--- src/design/bcp_pkg.sv ---
// Package with constants and carrier types for the buck cycle control block.
package bcp_pkg;

   // ---------------------------------------------------------------
   // Channel and timing constants
   // ---------------------------------------------------------------
   localparam int unsigned NUM_CH         = 3;
   localparam int unsigned PERIOD_BITS    = 8;
   localparam logic [7:0]  PERIOD_DEF     = 8'h0F;
   localparam int unsigned OVL_CYCLES     = 256;
   localparam int unsigned HICCUP_CYCLES  = 8192;
   localparam int unsigned CNT_BITS       = 14;
   localparam int unsigned DEGLITCH_CYCLES = 4;

   // ---------------------------------------------------------------
   // Command register layout
   // ---------------------------------------------------------------
   localparam logic [7:0]  CMD_BASE_ADDR  = 8'h03;
   localparam int unsigned CMD_EN_BIT     = 0;
   localparam int unsigned CMD_MODE_BIT   = 1;
   localparam logic [7:0]  CMD_RESET      = 8'h00;

   // ---------------------------------------------------------------
   // Types
   // ---------------------------------------------------------------
   typedef struct packed {
      logic en_thresh;
      logic en_bias;
      logic ss_below_ref;
      logic ss_arm;
      logic bst_ok;
      logic fb_over;
      logic ipk_trip;
      logic izero;
      logic comp_low;
      logic ls_src_lim;
      logic ls_snk_lim;
      logic overload;
   } bcp_cmp_type;

   typedef struct packed {
      logic hs_on;
      logic ls_on;
   } bcp_gate_type;

   typedef enum logic [3:0] {
      BCP_OFF    = 4'b0001,
      BCP_RUN    = 4'b0010,
      BCP_HICCUP = 4'b0100,
      BCP_BOOT   = 4'b1000
   } bcp_state_type;

endpackage

--- src/design/bcp_top.sv ---
// Three-channel switching-cycle control, protection and start-up logic.
//
// Notes on behaviour
// - Ramp voltage below reference selects ramp as the regulation target.
// - Power-ok stays low until ramp reaches 1.2 V, then after deglitch.
// - Enable near 0.4 V turns bias regulator on before channel enable.
// - Past enabling threshold, extra 3.0 uA hysteresis source is switched in.
// - Supply lockout forces every converter off and stops switching.
// - Bootstrap below 2.1 V forces high-side off and low-side on.
// - First channel cycle start is PERIOD/2 clocks after channels two and three, 7 of 16 by default.
// - Overvoltage holds high-side off; resumes at next cycle start.
// - Pulse-skip ends each high-side pulse on 310 mA peak trip.
// - Pulse-skip turns low-side off at inductor zero current.
// - Pulse-skip suspends switching while error amplifier below 0.35 V.
// - Current trip ends high-side pulse and turns low-side on.
// - Low-side source limit at cycle end skips next high-side pulse.
// - Low-side sink limit turns both switches off until next cycle.
// - Overload beyond 256 cycles shuts down, waits 8192, restarts soft-start.
// - Each channel has an 8-bit command register; bit 0 enable, bit 1 mode.
`timescale 1ns/1ps
module bcp_top #(
   parameter int unsigned        OVL_LIMIT    = bcp_pkg::OVL_CYCLES,
   parameter int unsigned        HICCUP_LIMIT = bcp_pkg::HICCUP_CYCLES,
   parameter logic [7:0]         PERIOD       = bcp_pkg::PERIOD_DEF
) (
   input  wire logic                                mclk,
   input  wire logic                                rst_b,
   input  wire logic                                supply_ok,
   input  wire bcp_pkg::bcp_cmp_type [2:0]          cmp_in,
   input  wire logic                                cmd_wr,
   input  wire logic [7:0]                          cmd_addr,
   input  wire logic [7:0]                          cmd_wdata,
   output logic [7:0]                               cmd_rdata,
   output bcp_pkg::bcp_gate_type [2:0]              gate_out,
   output logic [2:0]                               use_ramp_ref,
   output logic [2:0]                               internal_bias_regulator,
   output logic [2:0]                               hyst_source_on,
   output logic [2:0]                               power_ok_output,
   output logic [2:0]                               cycle_start,
   output logic [2:0]                               hiccup_active
);

   // ---------------------------------------------------------------
   // Input synchronisers
   // ---------------------------------------------------------------
   bcp_pkg::bcp_cmp_type [2:0] cmp_m_q;
   bcp_pkg::bcp_cmp_type [2:0] cmp_q;
   logic                       sup_m_q;
   logic                       sup_q;

   // Analogue levels are read only after the second flop.
   always_ff @(posedge mclk) begin
      if (!rst_b) begin
         cmp_m_q <= '0;
         cmp_q   <= '0;
         sup_m_q <= 1'b0;
         sup_q   <= 1'b0;
      end else begin
         cmp_m_q <= cmp_in;
         cmp_q   <= cmp_m_q;
         sup_m_q <= supply_ok;
         sup_q   <= sup_m_q;
      end
   end

   // ---------------------------------------------------------------
   // Command registers
   // ---------------------------------------------------------------
   logic [2:0][7:0] cmd_q;

   function automatic logic [1:0] cmd_index(input logic [7:0] a);
      logic [7:0] d;
      d = a - bcp_pkg::CMD_BASE_ADDR;
      cmd_index = d[1:0];
   endfunction

   function automatic logic cmd_hit(input logic [7:0] a);
      cmd_hit = (a >= bcp_pkg::CMD_BASE_ADDR) &&
                (a < bcp_pkg::CMD_BASE_ADDR + 8'h03);
   endfunction

   // Only the mode and enable bits are stored; the rest read as zero.
   always_ff @(posedge mclk) begin
      if (!rst_b) begin
         cmd_q <= {3{bcp_pkg::CMD_RESET}};
      end else if (cmd_wr && cmd_hit(cmd_addr)) begin
         cmd_q[cmd_index(cmd_addr)] <= {6'h00, cmd_wdata[1:0]};
      end
   end

   always_ff @(posedge mclk) begin
      if (!rst_b) begin
         cmd_rdata <= 8'h00;
      end else if (cmd_hit(cmd_addr)) begin
         cmd_rdata <= cmd_q[cmd_index(cmd_addr)];
      end else begin
         cmd_rdata <= 8'h00;
      end
   end

   // ---------------------------------------------------------------
   // Cycle timebase: channel 0 starts PERIOD/2 clocks after channels 1, 2
   // ---------------------------------------------------------------
   logic [7:0] per_q;
   logic [7:0] half;
   logic       start_a;
   logic       start_b;

   // Starts decode single counter values, so each lasts one clock.
   assign half    = {1'b0, PERIOD[7:1]};
   assign start_a = (per_q == 8'h00);
   assign start_b = (per_q == half);

   always_ff @(posedge mclk) begin
      if (!rst_b) begin
         per_q <= 8'h00;
      end else if (per_q == PERIOD) begin
         per_q <= 8'h00;
      end else begin
         per_q <= per_q + 8'h01;
      end
   end

   assign cycle_start = {start_a, start_a, start_b};

   // ---------------------------------------------------------------
   // Per-channel control
   // ---------------------------------------------------------------
   bcp_pkg::bcp_state_type [2:0]          st_q;
   logic [2:0][bcp_pkg::CNT_BITS-1:0]     cnt_q;
   logic [2:0]                            hs_q;
   logic [2:0]                            ls_q;
   logic [2:0]                            skip_q;
   logic [2:0]                            snk_off_q;
   logic [2:0]                            armed_q;
   logic [2:0][2:0]                       dgl_q;
   logic [2:0]                            pok_q;

   function automatic logic [bcp_pkg::CNT_BITS-1:0] cnt_next(
      input logic [bcp_pkg::CNT_BITS-1:0] v);
      cnt_next = v + 1'b1;
   endfunction

   for (genvar c = 0; c < 3; c++) begin : g_ch
      logic en_ok;
      logic pulse_skip_operation;
      logic halt;
      logic ovl_hit;
      assign pulse_skip_operation   = cmd_q[c][bcp_pkg::CMD_MODE_BIT];
      assign en_ok = sup_q && cmp_q[c].en_thresh &&
                     cmd_q[c][bcp_pkg::CMD_EN_BIT];
      assign halt  = pulse_skip_operation && cmp_q[c].comp_low;
      // Shutdown drops the gates on the same edge that enters hiccup.
      assign ovl_hit = cycle_start[c] && cmp_q[c].overload &&
                       (cnt_q[c] == OVL_LIMIT[bcp_pkg::CNT_BITS-1:0]);

      // ------------------------------------------------------------
      // Start-up state, overload and hiccup counting
      // ------------------------------------------------------------
      always_ff @(posedge mclk) begin
         if (!rst_b) begin
            st_q[c]  <= bcp_pkg::BCP_OFF;
            cnt_q[c] <= '0;
         end else if (!en_ok) begin
            st_q[c]  <= bcp_pkg::BCP_OFF;
            cnt_q[c] <= '0;
         end else begin
            case (st_q[c])
               bcp_pkg::BCP_OFF: begin
                  st_q[c]  <= bcp_pkg::BCP_RUN;
                  cnt_q[c] <= '0;
               end
               bcp_pkg::BCP_RUN: begin
                  if (cycle_start[c]) begin
                     if (!cmp_q[c].overload) begin
                        cnt_q[c] <= '0;
                     end else if (ovl_hit) begin
                        st_q[c]  <= bcp_pkg::BCP_HICCUP;
                        cnt_q[c] <= '0;
                     end else begin
                        cnt_q[c] <= cnt_next(cnt_q[c]);
                     end
                  end
               end
               bcp_pkg::BCP_HICCUP: begin
                  // The wait counts cycle starts, not clocks.
                  if (cycle_start[c]) begin
                     if (cnt_q[c] ==
                         HICCUP_LIMIT[bcp_pkg::CNT_BITS-1:0] - 1'b1) begin
                        st_q[c]  <= bcp_pkg::BCP_BOOT;
                        cnt_q[c] <= '0;
                     end else begin
                        cnt_q[c] <= cnt_next(cnt_q[c]);
                     end
                  end
               end
               bcp_pkg::BCP_BOOT: begin
                  // Restart waits for the ramp to be discharged.
                  if (cmp_q[c].ss_below_ref) begin
                     st_q[c] <= bcp_pkg::BCP_RUN;
                  end
               end
               default: begin
                  st_q[c] <= bcp_pkg::BCP_OFF;
               end
            endcase
         end
      end

      // ------------------------------------------------------------
      // Gate drive within each switching cycle
      // ------------------------------------------------------------
      always_ff @(posedge mclk) begin
         if (!rst_b) begin
            hs_q[c]      <= 1'b0;
            ls_q[c]      <= 1'b0;
            skip_q[c]    <= 1'b0;
            snk_off_q[c] <= 1'b0;
         end else if (st_q[c] != bcp_pkg::BCP_RUN || !en_ok ||
                      ovl_hit) begin
            hs_q[c]      <= 1'b0;
            ls_q[c]      <= 1'b0;
            skip_q[c]    <= 1'b0;
            snk_off_q[c] <= 1'b0;
         end else if (!cmp_q[c].bst_ok) begin
            // A low bootstrap overrides the cycle so it can recharge.
            hs_q[c] <= 1'b0;
            ls_q[c] <= 1'b1;
         end else if (cycle_start[c]) begin
            snk_off_q[c] <= 1'b0;
            // A source overload seen at the start skips the high pulse.
            skip_q[c]    <= cmp_q[c].ls_src_lim;
            if (cmp_q[c].ls_src_lim || cmp_q[c].fb_over || halt) begin
               hs_q[c] <= 1'b0;
               ls_q[c] <= cmp_q[c].ls_src_lim;
            end else begin
               hs_q[c] <= 1'b1;
               ls_q[c] <= 1'b0;
            end
         end else if (cmp_q[c].ls_snk_lim && ls_q[c]) begin
            hs_q[c]      <= 1'b0;
            ls_q[c]      <= 1'b0;
            snk_off_q[c] <= 1'b1;
         end else if (hs_q[c] && (cmp_q[c].fb_over ||
                      (pulse_skip_operation && cmp_q[c].ipk_trip) ||
                      cmp_q[c].ipk_trip)) begin
            hs_q[c] <= 1'b0;
            // A sink overload already seen keeps the low side off.
            ls_q[c] <= !snk_off_q[c] && !cmp_q[c].ls_snk_lim;
         end else if (ls_q[c] && pulse_skip_operation && cmp_q[c].izero && !skip_q[c]) begin
            ls_q[c] <= 1'b0;
         end
      end

      // ------------------------------------------------------------
      // Power-ok arming and deglitch
      // ------------------------------------------------------------
      always_ff @(posedge mclk) begin
         if (!rst_b) begin
            armed_q[c] <= 1'b0;
            dgl_q[c]   <= '0;
            pok_q[c]   <= 1'b0;
         end else if (st_q[c] != bcp_pkg::BCP_RUN) begin
            armed_q[c] <= 1'b0;
            dgl_q[c]   <= '0;
            pok_q[c]   <= 1'b0;
         end else begin
            // Once armed, the monitor stays armed until the channel stops.
            if (cmp_q[c].ss_arm) begin
               armed_q[c] <= 1'b1;
            end
            if (armed_q[c] && dgl_q[c] !=
                bcp_pkg::DEGLITCH_CYCLES[2:0]) begin
               dgl_q[c] <= dgl_q[c] + 3'h1;
            end
            pok_q[c] <= armed_q[c] &&
                        (dgl_q[c] == bcp_pkg::DEGLITCH_CYCLES[2:0]);
         end
      end

      // ------------------------------------------------------------
      // Start-up control levels
      // ------------------------------------------------------------
      always_ff @(posedge mclk) begin
         if (!rst_b) begin
            use_ramp_ref[c]            <= 1'b1;
            internal_bias_regulator[c] <= 1'b0;
            hyst_source_on[c]          <= 1'b0;
         end else begin
            use_ramp_ref[c]            <= cmp_q[c].ss_below_ref;
            internal_bias_regulator[c] <= cmp_q[c].en_bias && sup_q;
            hyst_source_on[c]          <= cmp_q[c].en_thresh;
         end
      end

      assign gate_out[c].hs_on  = hs_q[c];
      assign gate_out[c].ls_on  = ls_q[c];
      assign power_ok_output[c] = pok_q[c];
      assign hiccup_active[c]   = (st_q[c] == bcp_pkg::BCP_HICCUP);
   end

endmodule // bcp_top

--- config.mk ---
export PLATFORM = sky130hd
export DESIGN_NAME = bcp_top
export DESIGN_NICKNAME = d
export VERILOG_FILES = /design/src/design/bcp_pkg.sv /design/src/design/bcp_top.sv
export SDC_FILE = /design/constraint.sdc
export NUM_CORES = 1
export LEC_CHECK = 0
export ABC_AREA = 1
export CORE_MARGIN = 3
export CORE_UTILIZATION = 45
export DETAILED_ROUTE_END_ITERATION = 7
export DONT_BUFFER_PORTS = 1
export RECOVER_POWER = 100
export SYNTH_ARGS = -nofsm -noshare
export SYNTH_HDL_FRONTEND = slang
export SYNTH_SLANG_ARGS = --single-unit
--- constraint.sdc ---
create_clock -name mclk -period 1.7 [get_ports mclk]
set_clock_uncertainty 0.15 [all_clocks]
set_input_delay 0.255 -clock mclk [delete_from_list [all_inputs] [get_ports mclk]]
set_output_delay 0.255 -clock mclk [all_outputs]
set_load 0.005 [all_outputs]
==> summary.txt, run 1 <==
Final layout
  • Final Util: 61.1%
  • Most frequent cells in the layout: nand2_1 (232), inv_1 (192), dfxtp_1 (170)
  • Share of cells above drive strength 1: 18.6%
  • Post-route insts no fill: about 1500
  • Most common cell after layout, fill and taps aside: nand2_1
  • Area grow syn2layout: 32.0%
  • Diode count: 0
  • Final-stage net count: about 1300

Run status
  • Run status: finished, violations left
  • Failing checks: negative setup slack

Floorplanning
  • Core footprint: 16700 um^2
  • Rows: 47
  • Num ports: 88
  • DIE AREA: around 19000 um^2
  • Die X: 137 um
  • Die Y: between 100 and 150 um
  • Initial Util: 46.3%

Critical path
  • WS Path Type: reg2out
  • CP Capture Type: output pin
  • Req. time, crit path: 1.29 ns
  • Worst Setup Start Kind: flip-flop
  • Arr. time, crit path: 1.45 ns
  • Reg2Reg Launch Point: per_q[1]
  • Worst Setup SP: per_q[1]
  • Worst-path maximum fanout: 5

Global route
  • Antenna violations before repair: 0
  • Overflow left after global routing: 0
  • First-pass GRT wire length: 27500 um
  • Vias in the first global route: 6032
  • Largest net degree at the start of global routing: 69
  • Gr usage total: 18.2%

Clocking
  • CTS max path bufs: 2
  • Worst-skew pair later-pin latency: 0.42 ns
  • CTS root buffer: clkbuf_16
  • CTS sink cnt: 180
  • CTS tree: done
  • Total CTS buffers: 17
  • Clock slew at reported path FFs: roughly 0.07 ns
  • CTS H-tree lvls: 4

Detailed routing
  • WL per Instance: 11.5 um
  • # DRC: 0
  • Routed Antenna Nets: 0
  • First DRT Iteration DRCs: 351
  • First-pass DRT Iterations: 5
  • Vias: roughly 6700
  • Vias per cell: 4.61
  • Detailed Route WL: 16800 um

STA
  • Endpoints failing setup: 52
  • Fin crit share: 109%
  • Final worst path period need: about 1.9 ns
  • Setup slack after layout: -0.153 ns
  • Fmax: 0.540 GHz
  • RSZ-0062 raised after global routing: true
  • Final Hold Viols: 0
  • Max-slew violations: 0

Pwr
  • Clock power share: 43.3%
  • Sequential Power Share: 50.9%
  • Static Leakage: 4.88 nW
  • Internal power: about 6.6 mW
  • Combinational power share: between 5 and 6%
  • Sw Pwr: 1.98 mW
  • Sw Ratio: 23.2%
  • PnR Total Power: about 8.5 mW
  • Pwr dens: 836 nW/um^2
  • Worst IR Drop VDD: around 740 uV

Logic synthesis
  • Register area share after synthesis: 46.6%
  • Synth Area per Inst: approximately 7.3 um^2
  • Synth warn: 0
  • Mapped Area: 7730 um^2
  • Netlist cell types: 43
  • Register bit total from synthesis: 180
  • Post-Synthesis Cells: 1064

Worst hold path
  • Worst hold path class: in2reg
  • Critical hold path startpoint: rst_b

Placed design
  • Port-buffer cells: 0
  • Dpl cells: 1335
  • RePlAce Congestion: roughly 0.84
  • Final HPWL DP: 11200 um

Job
  • Max-Cap Viols: 0
## worst max-delay path, cell delays in order, from the launching register on
cell and delay [ns]:
dfxtp_2 0.35, ha_2 0.20, nand3_2 0.10, nor2_4 0.22
buf_6 0.15
## flip-flops by register name (all words and copies together) (netlist names), 2 cells and up
signal and flops:
cnt_q 42, cmp_m_q 36, cmp_q 36, st_q 12, dgl_q 9, per_q 8, cmd_q 6, gate_out 6
armed_q 3, hyst_source_on 3, internal_bias_regulator 3, power_ok_output 3, skip_q 3, snk_off_q 3, use_ramp_ref 3, cmd_rdata 2
## cell type report
| type | instances | area [um^2] |
|---|---|---|
| Fill cell | 1501 | 6500 |
| Multi-Input combinational cell | 658 | 3490 |
| Inverter | 207 | 785 |
| Timing Repair Buffer | 158 | 1470 |
| Sequential cell | 180 | 3620 |
| Tap cell | 220 | 275 |
| Clock buffer | 19 | 443 |
| Clock inverter | 13 | 113 |
## cells by family (layout without fill, tap and decap cells)
logic type / count (synthesis) / in the layout / share of synthesized area [%]
DFF: 180 / 180 / 46.6
AOI/OAI and AO/OA: 85 / 85 / 6.34
xor gates and xnor gates: 15 / 15 / 1.70
adders and majority gates: 17 / 17 / 2.75
and+or+nand+nor: 533 / 535 / 30.3
buffers and inverters: 233 / 397 / 12.3
other: 1 / 6 / 0.0485
## power by group through the flow
stage | clock network [mW] | logic (mW) | registers, mW
final | 3.69 | 0.493 | 4.35
after global routing | 3.99 | 0.548 | 4.35
after CTS | 3.82 | 0.435 | 4.35
after detailed placement | 0 | 0.241 | 4.44
after global placement | 0 | 0.238 | 4.44
after floorplan | 0 | 0.210 | 4.43
## synthesized netlist by cell type (all sizes together)
master	n	area [um^2]
o21bai	4	30.0
nand3b	2	15.0
clkinv	1	3.75
o31ai	3	22.5
a22oi	2	15.0
a21oi	33	165
nand3	85	458
inv	206	773
ha	17	213
nor3b	2	15.0
nor4	1	6.26
o21ai	29	160
buf	16	135
o22ai	1	6.26
o2111ai	1	8.76
or2	3	18.8
a211oi	4	30.0
dfxtp	180	3600
clkbuf	10	38.8
a31oi	6	37.5
nand2	256	1000
nor3	18	118
nand4	20	125
conb	1	3.75
o21a	1	7.51
and2	1	6.26
nor2	145	577
xor2	15	131
a21o	1	7.51
## path summary, 6_finish.rpt
path / endpoint / slack, ns / cells past startpoint
worst max-delay path: cycle_start[0] / -0.15 / 4
worst min-delay path: cmp_q[30] / 0.03 / 3
worst max register to register: cnt_q[32] / -0.14 / 13
worst min register to register: internal_bias_regulator[0] / 0.26 / 2
## layer usage
layer  wire length [um]  track usage (%)  share of wire, %
met5                  0                0                 0
met4                188             5.49               1.1
met3                671             3.86               4.0
met2               7910             29.4                47
met1               8030             24.5                48
## per-stage QoR
stage	setup WS [ns]	hold slack, ns	instance area (um^2)	TNS, ns
2_1_floorplan	0.00260	0.203	7750	0
3_3_place_gp	-0.176	0.191	8430	-5.15
3_5_place_dp	-0.191	0.192	8430	-6.49
4_1_cts	-0.129	0.0157	9960	-2.48
5_1_grt	-0.272	0.0381	10200	-11.17
6_report	-0.153	0.0302	10200	-3.60
## timing repair
| action | CTS | global route |
|---|---|---|
| setup buffers | 16 | 6 |
| hold buffers | 62 | 0 |
| gates cloned | 3 | 1 |
| gates resized for setup | 60 | 63 |
| pin swaps | 21 | 24 |
| setup endpoints to repair | 68 | 69 |
| hold endpoints to repair | 98 | 0 |
(Power assumes the default switching activity.)
==> inputs of run 2 (changes only) <==
--- a/config.mk
+++ b/config.mk
@@ -11,6 +11,7 @@
 export DETAILED_ROUTE_END_ITERATION = 7
 export DONT_BUFFER_PORTS = 1
 export RECOVER_POWER = 100
+export SETUP_SLACK_MARGIN = 0.4
 export SYNTH_ARGS = -nofsm -noshare
 export SYNTH_HDL_FRONTEND = slang
 export SYNTH_SLANG_ARGS = --single-unit
==> summary.txt, run 2 (synthesis results as in run 1) <==
Run status
  • Run status: finished, violations left
  • Failing checks: negative hold slack, negative setup slack

Floorplanning
  • Die Y: 137 um (unchanged)
  • Rows: 47 (unchanged)
  • Num ports: 88 (unchanged)
  • DIE AREA: 18800 um^2 (unchanged)
  • Initial Util: 46.3% (unchanged)
  • Die X: 137 um (unchanged)
  • Core footprint: 16700 um^2 (unchanged)

Critical path
  • Worst Setup Start Kind: flip-flop
  • Worst-path maximum fanout: 3 (-2)
  • Arr. time, crit path: 1.48 ns (+0.03 ns)
  • Req. time, crit path: 1.29 ns (about the same)
  • CP Capture Type: output pin
  • WS Path Type: reg2out

Clocking
  • CTS tree: done
  • Clock slew at reported path FFs: 0.07 ns (about the same)
  • Total CTS buffers: 17 (unchanged)
  • CTS H-tree lvls: 4 (unchanged)
  • Worst-skew pair later-pin latency: 0.43 ns (about the same)
  • CTS max path bufs: 2 (unchanged)
  • CTS sink cnt: 180 (unchanged)
  • CTS root buffer: clkbuf_16

Placed design
  • Post-Place Cell Area: 8460 um^2 (+0.34%)
  • Dpl cells: 1326 (-0.67%)
  • Final HPWL DP: 11400 um (+2.2%)
  • RePlAce Congestion: 0.864 (+2.6%)
  • Port-buffer cells: 0 (unchanged)
  • Placement Setup Slack: -0.104 ns (+0.0873 ns)

Detailed routing
  • Vias: 7032 (+4.7%)
  • Routed Antenna Nets: 0 (unchanged)
  • First-pass DRT Iterations: 5 (unchanged)
  • Vias per cell: 4.71 (+2.1%)
  • Detailed Route WL: 20000 um (+19%)
  • WL per Instance: 13.4 um (+16%)
  • # DRC: 0 (unchanged)
  • First DRT Iteration DRCs: 333 (-5.1%)

Final layout
  • Share of cells above drive strength 1: 23.6% (+5.0 points)
  • Post-route insts no fill: 1492 (+2.5%)
  • Most flops, register: cnt_q
  • Max reg flops: 42 (unchanged)
  • Post-route design area: 10800 um^2 (+5.7%)
  • Area grow syn2layout: 39.4%
  • Most frequent cells in the layout: nand2_1 (218), inv_1 (178), dfxtp_1 (157)
  • Final-stage net count: 1330 (+2.7%)
  • Regs by FF count: cnt_q x42, cmp_m_q x36, cmp_q x36
  • Most common cell after layout, fill and taps aside: nand2_1
  • Final Util: 64.6% (+3.5 points)

STA
  • Fin crit share: 111% (+2.1 points)
  • Endpoints failing setup: 48 (-7.7%)
  • Setup TNS Final: -3.81 ns (-0.206 ns)
  • Final worst path period need: 1.89 ns (+0.0363 ns)
  • RSZ-0062 raised after global routing: true
  • Fmax: 0.529 GHz (-1.9%)
  • Worst slew pin tran: 1.03 ns
  • Max-slew headroom: 31.2%
  • Max-slew violations: 0 (unchanged)
  • Final Hold Viols: 1 (+1)
  • Setup slack after layout: -0.189 ns (-0.0363 ns)
  • Fin Hold WS: -0.00111 ns (-0.0313 ns)

Pwr
  • Pwr dens: 819 nW/um^2 (-2.0%)
  • PnR Total Power: 8.83 mW (+3.5%)
  • Static Leakage: 4.98 nW (+2.0%)
  • Worst IR Drop VDD: 677 uV (-8.5%)

Global route
  • Gr usage total: 21.1% (+2.9 points)
  • Overflow left after global routing: 0 (unchanged)
  • First-pass GRT wire length: 31400 um (+14%)
  • Antenna violations before repair: 2 (+2)
  • Largest net degree at the start of global routing: 48 (-30%)
  • Vias in the first global route: 6626 (+9.8%)

Worst hold path
  • Worst hold path class: in2reg

Job
  • Max-Cap Viols: 0 (unchanged)
-- run 2: cell type report --
class | instances | area [um^2]
Clock buffer | 17 | 425
Fill cell | 1394 | 5920
Sequential cell | 180 | 3650
Tap cell | 220 | 275
Timing Repair Buffer | 194 | 1750
Antenna cell | 2 | 5.00
Clock inverter | 15 | 188
Inverter | 207 | 802
Multi-Input combinational cell | 657 | 3680
-- run 2: path summary, 6_finish.rpt --
path                                start  cells past startpoint                    endpoint  slack [ns]
worst max register to register   per_q[1]                     12                   cnt_q[19]       -0.15
worst min register to register  cmp_q[22]                      2  internal_bias_regulator[1]        0.26
worst max-delay path             per_q[1]                      7              cycle_start[1]       -0.19
worst min-delay path                rst_b                      2                   cmd_q[17]      -0.001
-- run 2: power by group --
part	total [mW]	internal, mW	switching (mW)
logic	0.469	0.249	0.220
clock network	4.03	2.12	1.91
registers	4.34	4.30	0.0408
-- run 2: what timing repair did --
action	in CTS	in global routing
gates resized for setup	78	109
buffers inserted	27	16
pin swaps	21	39
hold buffers	100	1
endpoints found under the setup margin	94	127
gates cloned	1	2
hold endpoints to repair	98	10
-- run 2: per-layer routing --
layer  track usage, %  vias up  part of all wire (%)
met5                0        -                     0
met4             6.32        0                   1.8
met3             4.82       27                   3.2
met2             36.6      121                    50
met1             26.0     3214                    45
li1                 -     3670                     -
-- run 2: worst max-delay path: stages, from the launching register on --
cell	delay, ns
dfxtp_2	0.33
inv_2	0.08
ha_4	0.14
nand3_4	0.08
nor2_4	0.12
buf_6	0.12
buf_8	0.09
buf_6	0.09
